<file path="config.mk">
export PLATFORM = sky130hd
export DESIGN_NAME = clock_output_mode_control
export DESIGN_NICKNAME = d
export VERILOG_FILES = /design/src/clk_out_pkg.sv /design/src/tick_divider.sv /design/src/axil_regs.sv /design/src/clock_output_mode_control.sv
export SDC_FILE = /design/constraint.sdc
export NUM_CORES = 1
export LEC_CHECK = 0
export ABC_AREA = 1
export BUFFER_PORTS_ARGS = -buffer_cell sky130_fd_sc_hd__buf_2
export CAP_MARGIN = 20
export CORE_MARGIN = 8
export CORE_UTILIZATION = 51
export DETAILED_ROUTE_END_ITERATION = 8
export PLACE_DENSITY = 0.81
export SYNTH_ARGS = -nofsm -noshare
export SYNTH_HDL_FRONTEND = slang
export SYNTH_SLANG_ARGS = --single-unit
export TNS_END_PERCENT = 20
</file>
<file path="constraint.sdc">
create_clock -name clk_i -period 3.6 [get_ports clk_i]
set_clock_uncertainty 0.05 [all_clocks]
set_input_delay 0.18 -clock clk_i [delete_from_list [all_inputs] [get_ports clk_i]]
set_output_delay 0.18 -clock clk_i [all_outputs]
set_load 0.01 [all_outputs]
</file>
<file path="src/clk_out_pkg.sv">
package clk_out_pkg;

  // ---------------------------------------------------------------
  // Register indices; byte address is four times the index.
  // ---------------------------------------------------------------
  localparam logic [5:0] IDX_N1 = 6'h05;
  localparam logic [5:0] IDX_MODE = 6'h0b;
  localparam logic [5:0] IDX_LOOP = 6'h0c;
  localparam logic [5:0] IDX_FB = 6'h0f;
  localparam logic [5:0] IDX_N2 = 6'h10;
  localparam logic [5:0] IDX_STAT = 6'h11;

  // ---------------------------------------------------------------
  // Field positions.
  // ---------------------------------------------------------------
  localparam int MODE_AUX_DIFF = 2;
  localparam int MODE_AUX_LOAD = 3;
  localparam int LOOP_RSVD = 0;
  localparam int LOOP_HOLD = 1;
  localparam int LOOP_FREEZE = 2;
  localparam int LOOP_BYPASS = 3;
  localparam int FB_ALT = 0;
  localparam int FB_PIN_EN = 3;

  // ---------------------------------------------------------------
  // Values after reset, and the fixed reference and feedback divider moduli.
  // ---------------------------------------------------------------
  localparam logic [3:0] MODE_RST = 4'h0;
  localparam logic [3:0] LOOP_RST = 4'h0;
  localparam logic [3:0] FB_RST = 4'h0;
  localparam logic [3:0] N1_RST = 4'h1;
  localparam logic [8:0] N2_RST = 9'h002;
  localparam logic [8:0] REF_DIV_DEF = 9'h004;
  localparam logic [8:0] FB_DIV_DEF = 9'h008;

  // ---------------------------------------------------------------
  // Modes and answers.
  // ---------------------------------------------------------------
  typedef enum logic [1:0] {
    SCALE_1 = 2'b00,
    SCALE_2 = 2'b01,
    SCALE_4 = 2'b10,
    SCALE_AUX = 2'b11
  } scale_mode_t;

  localparam logic [1:0] RESP_OKAY = 2'b00;
  localparam logic [1:0] RESP_SLVERR = 2'b10;

  function automatic logic [8:0] n1_modulus(input logic [3:0] code);
    logic [8:0] m;
    m = 9'h004;
    if (code[3]) begin
      case (code[1:0])
        2'b00: m = 9'h00c;
        2'b01: m = 9'h010;
        2'b10: m = 9'h010;
        default: m = 9'h014;
      endcase
    end else begin
      case (code[2:0])
        3'b000: m = 9'h003;
        3'b001: m = 9'h004;
        3'b010: m = 9'h004;
        3'b011: m = 9'h005;
        3'b100: m = 9'h006;
        3'b101: m = 9'h008;
        3'b110: m = 9'h008;
        default: m = 9'h00a;
      endcase
    end
    return m;
  endfunction

endpackage

</file>
<file path="src/tick_divider.sv">
`timescale 1ns/1ps
module tick_divider
  import clk_out_pkg::*;
(
  input wire logic clk_i,
  input wire logic rst_i,
  input wire logic clear_i,
  input wire logic tick_i,
  input wire logic [8:0] modulus_i,
  output logic out_o
);

  logic [8:0] cnt_r;
  logic [8:0] cnt_nxt;
  logic out_r;
  logic out_nxt;
  logic [8:0] mod_eff;
  logic [8:0] half;

  // Moduli below two would stall the output, so they act as two.
  always_comb begin
    mod_eff = (modulus_i < 9'h002) ? 9'h002 : modulus_i;
    half = 9'((mod_eff + 9'h001) >> 1);
    cnt_nxt = cnt_r;
    if (clear_i) begin
      cnt_nxt = 9'h000;
    end else if (tick_i) begin
      cnt_nxt = (cnt_r >= mod_eff - 9'h001) ? 9'h000 : 9'(cnt_r + 9'h001);
    end
    out_nxt = (cnt_nxt < half);
  end

  always_ff @(posedge clk_i or posedge rst_i) begin
    if (rst_i) begin
      cnt_r <= 9'h000;
      out_r <= 1'b0;
    end else begin
      cnt_r <= cnt_nxt;
      out_r <= out_nxt;
    end
  end

  assign out_o = out_r;

endmodule

</file>
<file path="src/axil_regs.sv">
`timescale 1ns/1ps
module axil_regs
  import clk_out_pkg::*;
(
  input wire logic clk_i,
  input wire logic rst_i,
  input wire logic [7:0] awaddr_i,
  input wire logic awvalid_i,
  output logic awready_o,
  input wire logic [31:0] wdata_i,
  input wire logic [3:0] wstrb_i,
  input wire logic wvalid_i,
  output logic wready_o,
  output logic [1:0] bresp_o,
  output logic bvalid_o,
  input wire logic bready_i,
  input wire logic [7:0] araddr_i,
  input wire logic arvalid_i,
  output logic arready_o,
  output logic [31:0] rdata_o,
  output logic [1:0] rresp_o,
  output logic rvalid_o,
  input wire logic rready_i,
  output logic wr_en_o,
  output logic [5:0] wr_idx_o,
  output logic [3:0] wr_data_o,
  input wire logic wr_ok_i,
  output logic [5:0] rd_idx_o,
  input wire logic [3:0] rd_data_i,
  input wire logic rd_ok_i
);

  logic aw_held_r, aw_held_nxt, w_held_r, w_held_nxt;
  logic [5:0] aw_idx_r, aw_idx_nxt;
  logic [3:0] wd_r, wd_nxt;
  logic ws_r, ws_nxt;
  logic bvalid_r, bvalid_nxt, rvalid_r, rvalid_nxt;
  logic [1:0] bresp_r, bresp_nxt, rresp_r, rresp_nxt;
  logic [31:0] rdata_r, rdata_nxt;
  logic do_wr;

  always_comb begin
    aw_held_nxt = aw_held_r;
    w_held_nxt = w_held_r;
    aw_idx_nxt = aw_idx_r;
    wd_nxt = wd_r;
    ws_nxt = ws_r;
    bvalid_nxt = bvalid_r;
    bresp_nxt = bresp_r;
    rvalid_nxt = rvalid_r;
    rresp_nxt = rresp_r;
    rdata_nxt = rdata_r;
    do_wr = aw_held_r && w_held_r && !bvalid_r;
    if (awvalid_i && !aw_held_r) begin
      aw_held_nxt = 1'b1;
      aw_idx_nxt = awaddr_i[7:2];
    end
    if (wvalid_i && !w_held_r) begin
      w_held_nxt = 1'b1;
      wd_nxt = wdata_i[3:0];
      ws_nxt = wstrb_i[0];
    end
    if (do_wr) begin
      aw_held_nxt = 1'b0;
      w_held_nxt = 1'b0;
      bvalid_nxt = 1'b1;
      bresp_nxt = wr_ok_i ? RESP_OKAY : RESP_SLVERR;
    end else if (bvalid_r && bready_i) begin
      bvalid_nxt = 1'b0;
    end
    if (rvalid_r && rready_i) begin
      rvalid_nxt = 1'b0;
    end else if (arvalid_i && !rvalid_r) begin
      rvalid_nxt = 1'b1;
      rresp_nxt = rd_ok_i ? RESP_OKAY : RESP_SLVERR;
      rdata_nxt = {28'h0000000, rd_ok_i ? rd_data_i : 4'h0};
    end
  end

  always_ff @(posedge clk_i or posedge rst_i) begin
    if (rst_i) begin
      aw_held_r <= 1'b0;
      w_held_r <= 1'b0;
      aw_idx_r <= 6'h00;
      wd_r <= 4'h0;
      ws_r <= 1'b0;
      bvalid_r <= 1'b0;
      bresp_r <= RESP_OKAY;
      rvalid_r <= 1'b0;
      rresp_r <= RESP_OKAY;
      rdata_r <= 32'h00000000;
    end else begin
      aw_held_r <= aw_held_nxt;
      w_held_r <= w_held_nxt;
      aw_idx_r <= aw_idx_nxt;
      wd_r <= wd_nxt;
      ws_r <= ws_nxt;
      bvalid_r <= bvalid_nxt;
      bresp_r <= bresp_nxt;
      rvalid_r <= rvalid_nxt;
      rresp_r <= rresp_nxt;
      rdata_r <= rdata_nxt;
    end
  end

  // Readies are registered levels, so a held word waits until its partner arrives.
  assign awready_o = !aw_held_r;
  assign wready_o = !w_held_r;
  assign arready_o = !rvalid_r;
  assign bvalid_o = bvalid_r;
  assign bresp_o = bresp_r;
  assign rvalid_o = rvalid_r;
  assign rresp_o = rresp_r;
  assign rdata_o = rdata_r;
  assign wr_en_o = do_wr && ws_r;
  assign wr_idx_o = aw_idx_r;
  assign wr_data_o = wd_r;
  assign rd_idx_o = araddr_i[7:2];

endmodule

</file>
<file path="src/clock_output_mode_control.sv">
`timescale 1ns/1ps
// Contract
// - Scale code 00, 01, 10 divides the differential clock by 1, 2, 4.
// - In scaled modes the first divider drives load, load clocks second divider.
// - Scale code 11 is aux mode: bit 2 sets differential, bit 3 sets load.
// - Outside aux mode, aux load bit forces load to source rate over two.
// - Loop hold floats detector, resets detector and reference, feedback, second counters.
// - Freeze holds positive output high, negative low; all else keeps running.
// - After freeze clears, differential toggling resumes on a load rising edge.
// - Reference bypass feeds the reference into the post-scaler instead of VCO.
// - Alternate feedback puts first and second dividers in the feedback path.
// - Pin enable makes address bit 3 a level reset of the detector.
// - First divider code maps to 3,4,4,5,6,8,8,10 or 12,16,16,20; resets to four.
// - The second divider is fed by the first divider except in aux mode or when the aux load bit is set.
module clock_output_mode_control
  import clk_out_pkg::*;
(
  input wire logic clk_i,
  input wire logic rst_i,
  input wire logic [7:0] s_axi_awaddr_i,
  input wire logic s_axi_awvalid_i,
  output logic s_axi_awready_o,
  input wire logic [31:0] s_axi_wdata_i,
  input wire logic [3:0] s_axi_wstrb_i,
  input wire logic s_axi_wvalid_i,
  output logic s_axi_wready_o,
  output logic [1:0] s_axi_bresp_o,
  output logic s_axi_bvalid_o,
  input wire logic s_axi_bready_i,
  input wire logic [7:0] s_axi_araddr_i,
  input wire logic s_axi_arvalid_i,
  output logic s_axi_arready_o,
  output logic [31:0] s_axi_rdata_o,
  output logic [1:0] s_axi_rresp_o,
  output logic s_axi_rvalid_o,
  input wire logic s_axi_rready_i,
  input wire logic ref_clk_i,
  input wire logic address_bit3_pin_i,
  output logic diff_p_o,
  output logic diff_n_o,
  output logic load_clock_pin_o,
  output logic second_load_o,
  output logic pd_hiz_o,
  output logic pd_reset_o,
  output logic pd_ref_o,
  output logic pd_fb_o
);

  // ---------------------------------------------------------------
  // Registers.
  // ---------------------------------------------------------------
  logic [3:0] mode_r, mode_nxt;
  logic [3:0] loop_r, loop_nxt;
  logic [3:0] fb_r, fb_nxt;
  logic [3:0] n1_r, n1_nxt;
  logic [8:0] n2_r, n2_nxt;
  logic wr_en;
  logic [5:0] wr_idx;
  logic [3:0] wr_data;
  logic wr_ok;
  logic [5:0] rd_idx;
  logic [3:0] rd_data;
  logic rd_ok;
  logic [3:0] status;

  scale_mode_t scale_mode;
  logic aux_drive_mode;
  logic aux_diff_level_bit;
  logic aux_load_level_bit;
  logic loop_hold_reset;
  logic diff_output_freeze;
  logic ref_bypass_select;
  logic alt_feedback_select;
  logic detector_reset_pin_enable;

  axil_regs u_bus (
    .clk_i(clk_i),
    .rst_i(rst_i),
    .awaddr_i(s_axi_awaddr_i),
    .awvalid_i(s_axi_awvalid_i),
    .awready_o(s_axi_awready_o),
    .wdata_i(s_axi_wdata_i),
    .wstrb_i(s_axi_wstrb_i),
    .wvalid_i(s_axi_wvalid_i),
    .wready_o(s_axi_wready_o),
    .bresp_o(s_axi_bresp_o),
    .bvalid_o(s_axi_bvalid_o),
    .bready_i(s_axi_bready_i),
    .araddr_i(s_axi_araddr_i),
    .arvalid_i(s_axi_arvalid_i),
    .arready_o(s_axi_arready_o),
    .rdata_o(s_axi_rdata_o),
    .rresp_o(s_axi_rresp_o),
    .rvalid_o(s_axi_rvalid_o),
    .rready_i(s_axi_rready_i),
    .wr_en_o(wr_en),
    .wr_idx_o(wr_idx),
    .wr_data_o(wr_data),
    .wr_ok_i(wr_ok),
    .rd_idx_o(rd_idx),
    .rd_data_i(rd_data),
    .rd_ok_i(rd_ok)
  );

  always_comb begin
    mode_nxt = mode_r;
    loop_nxt = loop_r;
    fb_nxt = fb_r;
    n1_nxt = n1_r;
    n2_nxt = n2_r;
    wr_ok = (wr_idx == IDX_N1) || (wr_idx == IDX_MODE) || (wr_idx == IDX_LOOP) ||
            (wr_idx == IDX_FB) || (wr_idx == IDX_N2);
    if (wr_en) begin
      case (wr_idx)
        IDX_N1: n1_nxt = wr_data;
        IDX_MODE: mode_nxt = wr_data;
        IDX_LOOP: loop_nxt = {wr_data[3:1], 1'b0};
        IDX_FB: fb_nxt = {wr_data[3], 2'b00, wr_data[0]};
        IDX_N2: n2_nxt = {n2_r[8:4], wr_data};
        default: n2_nxt = n2_r;
      endcase
    end
  end

  // Only the low nibble of the second modulus is writable; the top bits keep their reset value.
  always_comb begin
    rd_ok = 1'b1;
    case (rd_idx)
      IDX_N1: rd_data = n1_r;
      IDX_MODE: rd_data = mode_r;
      IDX_LOOP: rd_data = loop_r;
      IDX_FB: rd_data = fb_r;
      IDX_N2: rd_data = n2_r[3:0];
      IDX_STAT: rd_data = status;
      default: begin
        rd_data = 4'h0;
        rd_ok = 1'b0;
      end
    endcase
  end

  always_ff @(posedge clk_i or posedge rst_i) begin
    if (rst_i) begin
      mode_r <= MODE_RST;
      loop_r <= LOOP_RST;
      fb_r <= FB_RST;
      n1_r <= N1_RST;
      n2_r <= N2_RST;
    end else begin
      mode_r <= mode_nxt;
      loop_r <= loop_nxt;
      fb_r <= fb_nxt;
      n1_r <= n1_nxt;
      n2_r <= n2_nxt;
    end
  end

  assign scale_mode = scale_mode_t'(mode_r[1:0]);
  assign aux_drive_mode = (scale_mode == SCALE_AUX);
  assign aux_diff_level_bit = mode_r[MODE_AUX_DIFF];
  assign aux_load_level_bit = mode_r[MODE_AUX_LOAD];
  assign loop_hold_reset = loop_r[LOOP_HOLD];
  assign diff_output_freeze = loop_r[LOOP_FREEZE];
  assign ref_bypass_select = loop_r[LOOP_BYPASS];
  assign alt_feedback_select = fb_r[FB_ALT];
  assign detector_reset_pin_enable = fb_r[FB_PIN_EN];

  // ---------------------------------------------------------------
  // Pin synchronisers.
  // ---------------------------------------------------------------
  logic [2:0] ref_sync_r, ref_sync_nxt;
  logic [2:0] ad3_sync_r, ad3_sync_nxt;
  logic ref_lvl_r, ref_lvl_nxt;
  logic ad3_lvl_r, ad3_lvl_nxt;
  logic ref_rise;

  // A level is taken only when the second and third stages agree.
  always_comb begin
    ref_sync_nxt = {ref_sync_r[1:0], ref_clk_i};
    ad3_sync_nxt = {ad3_sync_r[1:0], address_bit3_pin_i};
    ref_lvl_nxt = (ref_sync_r[1] == ref_sync_r[2]) ? ref_sync_r[2] : ref_lvl_r;
    ad3_lvl_nxt = (ad3_sync_r[1] == ad3_sync_r[2]) ? ad3_sync_r[2] : ad3_lvl_r;
  end

  always_ff @(posedge clk_i or posedge rst_i) begin
    if (rst_i) begin
      ref_sync_r <= 3'h0;
      ad3_sync_r <= 3'h0;
      ref_lvl_r <= 1'b0;
      ad3_lvl_r <= 1'b0;
    end else begin
      ref_sync_r <= ref_sync_nxt;
      ad3_sync_r <= ad3_sync_nxt;
      ref_lvl_r <= ref_lvl_nxt;
      ad3_lvl_r <= ad3_lvl_nxt;
    end
  end

  assign ref_rise = ref_lvl_nxt && !ref_lvl_r;

  // ---------------------------------------------------------------
  // Post-scaler and differential clock.
  // ---------------------------------------------------------------
  logic src_tick;
  logic scaled_tick;
  logic [1:0] ps_cnt_r, ps_cnt_nxt;
  logic diff_int_r, diff_int_nxt;
  logic diff_rise;
  logic load_rise;
  logic frozen_r, frozen_nxt;
  logic diff_p_r, diff_p_nxt;
  logic diff_n_r, diff_n_nxt;

  // The VCO is modelled as one tick per system clock.
  always_comb begin
    src_tick = ref_bypass_select ? ref_rise : 1'b1;
    ps_cnt_nxt = src_tick ? 2'(ps_cnt_r + 2'b01) : ps_cnt_r;
    case (scale_mode)
      SCALE_1: scaled_tick = src_tick;
      SCALE_2: scaled_tick = src_tick && (ps_cnt_r[0] == 1'b0);
      SCALE_4: scaled_tick = src_tick && (ps_cnt_r == 2'b00);
      default: scaled_tick = 1'b0;
    endcase
    diff_int_nxt = scaled_tick ? !diff_int_r : diff_int_r;
    diff_rise = scaled_tick && !diff_int_r;
  end

  // Freeze only masks the pins; the internal clock and dividers keep running.
  always_comb begin
    frozen_nxt = frozen_r;
    if (diff_output_freeze) begin
      frozen_nxt = 1'b1;
    end else if (load_rise) begin
      frozen_nxt = 1'b0;
    end
    if (frozen_nxt) begin
      diff_p_nxt = 1'b1;
      diff_n_nxt = 1'b0;
    end else if (aux_drive_mode) begin
      diff_p_nxt = aux_diff_level_bit;
      diff_n_nxt = !aux_diff_level_bit;
    end else begin
      diff_p_nxt = diff_int_nxt;
      diff_n_nxt = !diff_int_nxt;
    end
  end

  always_ff @(posedge clk_i or posedge rst_i) begin
    if (rst_i) begin
      ps_cnt_r <= 2'b00;
      diff_int_r <= 1'b0;
      frozen_r <= 1'b0;
      diff_p_r <= 1'b0;
      diff_n_r <= 1'b1;
    end else begin
      ps_cnt_r <= ps_cnt_nxt;
      diff_int_r <= diff_int_nxt;
      frozen_r <= frozen_nxt;
      diff_p_r <= diff_p_nxt;
      diff_n_r <= diff_n_nxt;
    end
  end

  // ---------------------------------------------------------------
  // Load dividers.
  // ---------------------------------------------------------------
  logic n1_out;
  logic n2_out;
  logic load_int_r, load_int_nxt;
  logic load_d_r;

  tick_divider u_first_load_divider (
    .clk_i(clk_i),
    .rst_i(rst_i),
    .clear_i(1'b0),
    .tick_i(diff_rise),
    .modulus_i(n1_modulus(n1_r)),
    .out_o(n1_out)
  );

  always_comb begin
    if (aux_drive_mode) begin
      load_int_nxt = aux_load_level_bit;
    end else if (aux_load_level_bit) begin
      load_int_nxt = src_tick ? !load_int_r : load_int_r;
    end else begin
      load_int_nxt = n1_out;
    end
  end

  always_ff @(posedge clk_i or posedge rst_i) begin
    if (rst_i) begin
      load_int_r <= 1'b0;
      load_d_r <= 1'b0;
    end else begin
      load_int_r <= load_int_nxt;
      load_d_r <= load_int_r;
    end
  end

  assign load_rise = load_int_r && !load_d_r;

  // The second divider counts load edges, so in aux mode it advances only when the static load bit rises.
  tick_divider u_second_load_divider (
    .clk_i(clk_i),
    .rst_i(rst_i),
    .clear_i(loop_hold_reset),
    .tick_i(load_rise),
    .modulus_i(n2_r),
    .out_o(n2_out)
  );

  // ---------------------------------------------------------------
  // Reference and feedback counters, phase detector.
  // ---------------------------------------------------------------
  logic [8:0] ref_cnt_r, ref_cnt_nxt;
  logic [8:0] fbk_cnt_r, fbk_cnt_nxt;
  logic ref_div_r, ref_div_nxt;
  logic fbk_div_r, fbk_div_nxt;
  logic pd_fb_nxt;
  logic pd_hiz_r, pd_reset_r, pd_ref_r, pd_fb_r;

  always_comb begin
    ref_cnt_nxt = ref_cnt_r;
    ref_div_nxt = ref_div_r;
    fbk_cnt_nxt = fbk_cnt_r;
    fbk_div_nxt = fbk_div_r;
    if (loop_hold_reset) begin
      ref_cnt_nxt = 9'h000;
      ref_div_nxt = 1'b0;
      fbk_cnt_nxt = 9'h000;
      fbk_div_nxt = 1'b0;
    end else begin
      if (ref_rise) begin
        ref_cnt_nxt = (ref_cnt_r == REF_DIV_DEF - 9'h001) ? 9'h000 : 9'(ref_cnt_r + 9'h001);
        ref_div_nxt = (ref_cnt_nxt == 9'h000) ? !ref_div_r : ref_div_r;
      end
      fbk_cnt_nxt = (fbk_cnt_r == FB_DIV_DEF - 9'h001) ? 9'h000 : 9'(fbk_cnt_r + 9'h001);
      fbk_div_nxt = (fbk_cnt_nxt == 9'h000) ? !fbk_div_r : fbk_div_r;
    end
    pd_fb_nxt = alt_feedback_select ? n2_out : fbk_div_nxt;
  end

  always_ff @(posedge clk_i or posedge rst_i) begin
    if (rst_i) begin
      ref_cnt_r <= 9'h000;
      fbk_cnt_r <= 9'h000;
      ref_div_r <= 1'b0;
      fbk_div_r <= 1'b0;
      pd_hiz_r <= 1'b0;
      pd_reset_r <= 1'b0;
      pd_ref_r <= 1'b0;
      pd_fb_r <= 1'b0;
    end else begin
      ref_cnt_r <= ref_cnt_nxt;
      fbk_cnt_r <= fbk_cnt_nxt;
      ref_div_r <= ref_div_nxt;
      fbk_div_r <= fbk_div_nxt;
      pd_hiz_r <= loop_hold_reset;
      pd_reset_r <= loop_hold_reset || (detector_reset_pin_enable && ad3_lvl_r);
      pd_ref_r <= ref_div_nxt;
      pd_fb_r <= pd_fb_nxt;
    end
  end

  assign status = {frozen_r, n2_out, load_int_r, diff_int_r};
  assign diff_p_o = diff_p_r;
  assign diff_n_o = diff_n_r;
  assign load_clock_pin_o = load_int_r;
  assign second_load_o = n2_out;
  assign pd_hiz_o = pd_hiz_r;
  assign pd_reset_o = pd_reset_r;
  assign pd_ref_o = pd_ref_r;
  assign pd_fb_o = pd_fb_r;

endmodule

</file>
Word-level counts from Yosys, hierarchy flattened
Index checks and enable logic that the tools add are counted.
Storage, ports and cells
  flip-flop bits (word level): 99
  logic and storage cells: 182
Operators by class
  add/sub/neg operators: 9
  order comparisons: 6
  eq/ne operators: 27
  mux-type cells: 47
  bitwise gates (word level): 2
  reduce and logical (&&, ||, !) cells: 54
Operators by type and width (count)
  $mux W9: 12
  $add A9 B1 Y9 const B: 6
  $eq A6 B4 Y1 const B: 6
  $mux W1: 27
  $pmux W4 S6: 1
  $pmux W4 S5: 1
  $eq A6 B5 Y1 const B: 3
  $ge A9 B9 Y1: 2
  $logic_not A9 Y1: 2
  $lt A9 B8 Y1: 2
  $sub A9 B1 Y9 const B: 2
  $logic_and A1 B1 Y1: 14
  $reduce_and A2 Y1: 7
  $eq A6 B3 Y1 const B: 2
  $logic_not A1 Y1: 12
  $reduce_bool A2 Y1: 6
  $pmux W5 S2: 1
  $eq A3 B3 Y1 const B: 3
  $eq A9 B2 Y1 const B: 1
  $eq A9 B3 Y1 const B: 1
  $lt A9 B2 Y1 const B: 1
  $mux W4: 2
  $eq A2 B2 Y1 const B: 3
  $eq A3 B2 Y1 const B: 2
  other kinds (14): 26

Depth between registers and ports, before layout
  word-level depth: 11
  depth in mapped cells: 26
  depth with buffers taken out: 26

Cells and area by module
From an unflattened synthesis, not the netlist that was laid out.
Unflattened totals
  cell total of the unflattened synthesis: 833
  area total of the unflattened synthesis: 6708.9 um^2
By module, submodules not included
  clock_output_mode_control: times used 1, cells an instance 377, area each 3040.4 um^2, sequential area each 1405.1 um^2
  tick_divider: times used 2, cells an instance 163, area each 1267.5 um^2, sequential area each 250.2 um^2
  axil_regs: times used 1, cells an instance 130, area each 1133.6 um^2, sequential area each 525.5 um^2

Least setup slack after synthesis
Ideal clock, no wire load.
  path type: reg2reg
  start: register n1_r[0]
  end: register u_first_load_divider.out_r (netlist: u_first_load_divider.out_o)
  library setup time: 0.071 ns
  arrival: 3.591 ns
  data required time: 3.479 ns
  setup slack: -0.112 ns
  stages on the path, launching flop included: 27
  buffers on the path: 0
  clock period less this slack: 3.712 ns
  cell sequence: dfstp_2 inv_1 ha_1 a211oi_1 inv_1 a21oi_2 inv_1 ha_1 inv_1 nor3_1 ha_1 ha_1 nand2_1 inv_1 nand2_1 nand2_1 a21oi_1 nand3_1 nand2_1 inv_1 nor2_1 ha_1 a21oi_1 o31ai_1 a21oi_1 nand2_1 nor2_1
On the way
  longest elaborated chain between the ends: 11
  elaborated cells between the ends (all ways): 24
  classes of those cells: add/sub (2); order compare (3); eq/ne (8); mux (6); reduce/logical (5)
RTL lines
  start, declared: RTL line clock_output_mode_control.sv:55  | logic [3:0] n1_r, n1_nxt;
  start signal, assigned: RTL line clock_output_mode_control.sv:153  | n1_r <= n1_nxt;
  $eq A3 B3 Y1 (tied with other cells): RTL line clk_out_pkg.sv:60  | case (code[2:0])
  $reduce_or A2 Y1 (no line)
  $pmux W4 S5 or $pmux W5 S2 (tied branches): RTL line clk_out_pkg.sv:60, clk_out_pkg.sv:53
  $mux W9 *: RTL line clk_out_pkg.sv:52  | if (code[3]) begin
  $lt A9 B2 Y1: RTL line tick_divider.sv:22  | mod_eff = (modulus_i < 9'h002) ? 9'h002 : modulus_i;
  $mux W9 *: RTL line tick_divider.sv:22
  $sub A9 B1 Y9 *: RTL line tick_divider.sv:28  | cnt_nxt = (cnt_r >= mod_eff - 9'h001) ? 9'h000 : 9'(cnt_r + 9'h001);
  $ge A9 B9 Y1 *: RTL line tick_divider.sv:28
  $mux W9 *: RTL line tick_divider.sv:28
  $mux W9 *: RTL line tick_divider.sv:27  | end else if (tick_i) begin
  net u_first_load_divider.cnt_nxt[4]: RTL line tick_divider.sv:14  | logic [8:0] cnt_nxt;
  $lt A9 B8 Y1 *: RTL line tick_divider.sv:30  | out_nxt = (cnt_nxt < half);
  net u_first_load_divider.out_nxt: RTL line tick_divider.sv:16  | logic out_nxt;
  end signal, assigned: RTL line tick_divider.sv:39  | out_r <= out_nxt;
  end, declared: RTL line tick_divider.sv:15  | logic out_r;
The timed path passes the listed nets; every way through them passes the cells marked *.
A chain may end at the register's enable or synchronous reset.

Final worst setup path
Ends and elaborated chain as after synthesis.

==> flow_summary.toml <==
[cts]
clock_path_buffers = 2
cts_root_buf = "clkbuf_16"
path_clk_slew_ps = 60
cts_tree = "yes"
h-tree-depth = 3
clkSinkCount = 97
cts_made_buffers = 9
clkLatencyLatePin_ps = 340

[setup_path]
crit_required_ps = 3820
cp-start-kind = "flop"
arrival_ps = 3890
critPathMaxFanout = 5
endpoint_kind = "flop"
path_class = "reg -> reg"

[global_route]
grt_usage = 0.177
overflow = 0
first_global_vias = 4799
grt_pass1_wl_mm = 22.0
antenna_found_initial = 0
grt_max_degree = 48

[job]
drv_cap = 0

[floorplanning]
ios = 110
initial_utilization = 0.521
die_x_um = 124
coreArea_um2 = 11400
die_height_um = 124
dieArea_um2 = 15300
fp-row-count = 39

[timing]
tns_ps = -76.3
hold_violations = 0
grt_setup_unrepaired = "yes"
final_max_slew_viol_count = 0
post-route-min-period_ps = 3680
clock.fmax_ghz = 0.272
min_period_over_period = 1.02
setup_viol = 1
hold_slack_ps = 23.7
setup_ws_ps = -76.3
tightest_slew_ps = 624
relSlewSlack = 0.581

[place]
finalWeightedCongestion = 0.893
hpwl_mm = 9.56
io_buffers = 44
dpl_cell_area_um2 = 6380
dp_cells = 947

[logic_synthesis]
syn_area_um2 = 5930
async_flop_share = 1.00
synth.distinct_cells = 47
syn_avg_cell_area_um2 = 8.00
synth_seq_area_share = 0.410
synth_flop_cell = "dfrtp_1"
synth_top_cell_area_share = 0.397
ys_warn_count = 0
synth.most_common_cell = "nand2_1"
synth_enable_flop_cells = 0
ys_top_cells_by_area = "dfrtp_1 (40%), nand2_1 (11%), ha_1 (9.5%), inv_1 (6.9%), nor2_1 (4.1%)"
synth_commonest_cells = "nand2_1 (178), inv_1 (109), dfrtp_1 (94), nor2_1 (65), ha_1 (45)"
synth_cells = 741
synth-seq-cells = 97
yosysTopAreaCell = "dfrtp_1"

[drt]
drtPass1Iterations = 5
wl_mm = 13.1
avgRoutedWirePerCell_um = 13.4
drt_iter0_markers = 310
route.vias.total = 4965
ant_nets = 0
drc = 0
viasPerCell = 5.10

[power]
power_density_nw_per_um2 = 844
vdd_ir_drop_max_uv = 541
p_leak_nw = 3.60

[finish]
insertedDiodeCount = 0
final_layout_size_suffix_gt1_frac = 0.193
utilization = 0.614
area_growth_pct = 17.7
fill_cells = 991
final_cells = 973
fin_nets = 931
fin_area_um2 = 6980

[worst_hold_path]
hold_class = "in -> reg"

[outcome]
failed_checks = "negative setup slack"
outcome = "complete, but fails checks"
==> report_power, final <==
group          total, mW  internal [mW]  switching [mW]
clock network       1.01          0.614           0.392
registers           1.80           1.45           0.346
logic               3.09           1.30            1.79
==> through the flow <==
| step | total power [mW] | setup WS, ps |
|---|---|---|
| 5_1_grt | 6.40 | -291 |
| 4_1_cts | 5.79 | 10.1 |
| 6_report | 5.89 | -76.3 |
| 2_1_floorplan | 3.73 | 3.44 |
| 3_5_place_dp | 4.50 | -283 |
| 3_3_place_gp | 4.41 | -133 |
==> kinds of logic (layout without fill, tap and decap cells) <==
kind of cell,Yosys count,in the layout,synth area share
multiplexers,3,3,0.00570
AO/OA/AOI/OAI,90,90,0.0900
adder cells (fa/ha/maj),47,47,0.0984
flip-flops,97,97,0.410
XOR/XNOR,15,15,0.0234
buffers and inverters,148,205,0.113
other,2,34,0.00127
AND/OR/NAND/NOR,339,339,0.258
==> cells in the final DEF, fill, tap and decap left out, drive strengths merged <==
cell type      n
nor2          79
nand2        183
a21oi         24
o21ai         34
nand4         19
o21bai         2
buf           70
conb          34
a22oi          4
o211ai         3
xor2           9
a31oi          4
clkinv         1
dlygate4sd3    5
inv          114
clkbuf        14
o22ai         10
and3           1
a221oi         1
a41oi          1
o41ai          1
nor3b          3
ha            45
nand3         34
a31o           1
a211oi         3
nand3b         3
nor3          14
maj3           2
xnor2          6
mux2           3
nor4           3
dfrtp         94
o31ai          2
dfstp          3
bufinv         1
==> state kept, by name, indices dropped and copies added (netlist names), 4 cells and up <==
register                     cells
u_first_load_divider.cnt_r       9
u_bus.rdata_o                    4
n2_r                             4
u_second_load_divider.cnt_r      9
ref_cnt_r                        9
u_bus.wr_idx_o                   6
mode_r                           4
n1_r                             4
u_bus.wr_data_o                  4
fbk_cnt_r                        9
==> repair_timing <==
action / 4_1_cts / 5_1_grt
pin swaps: 9 / 4
gates resized for setup: 26 / 10
buffers inserted: 4 / 2
endpoints found under the setup margin: 1 / 2
endpoints found under the hold margin: 47 / 0
cloned: 0 / 0
hold buffers: 5 / 0
==> worst max-delay path: stages (launching register included) <==
cell and delay (ps):
dfstp_2 570, inv_2 70, ha_4 160, nor2_1 190, nand2_1 90, o211ai_1 100, o21ai_2 110, buf_4 170
nor2_2 130, xnor2_1 150, ha_1 290, nand2_2 80, inv_1 40, nand2_1 60, nand2_1 60, a21oi_2 150
nand3_1 100, nand2_2 100, inv_4 70, nor2_4 110, ha_4 210, a21oi_2 140, o31ai_2 90, a21oi_1 140
nand2_1 90, nor2_1 100
==> path summary, 6_finish.rpt <==
check                                   from                    endpoint  slack [ps]  cells past startpoint
setup / recovery                     n1_r[0]  u_first_load_divider.out_o         -80                     25
min in group asynchronous              rst_i                fbk_cnt_r[5]         420                      3
setup reg to reg                     n1_r[0]  u_first_load_divider.out_o         -80                     25
hold / removal             s_axi_awaddr_i[3]           u_bus.wr_idx_o[1]          20                      2
max in group asynchronous              rst_i                     n1_r[0]        2260                      4
hold reg to reg                ad3_sync_r[0]               ad3_sync_r[1]         300                      0
==> routing by layer <==
| metal | GRT usage | wire length [um] | up-vias |
|---|---|---|---|
| met5 | 0 | 0 | - |
| met4 | 0.0414 | 141 | 0 |
| met3 | 0.0345 | 670 | 14 |
| met2 | 0.298 | 6240 | 136 |
| met1 | 0.232 | 6030 | 2309 |
| li1 | - | - | 2506 |
==> area by class of cell <==
class                           instances  area, um2  share of cell area
Clock buffer                           14        284              0.0407
Multi-Input combinational cell        528       3150               0.451
Clock inverter                          2       35.0             0.00502
Sequential cell                        97       2430               0.349
Timing Repair Buffer                   75        465              0.0667
Inverter                              114        433              0.0621
Tap cell                              143        179              0.0257
Note: power is estimated with default switching activity, not from simulation.
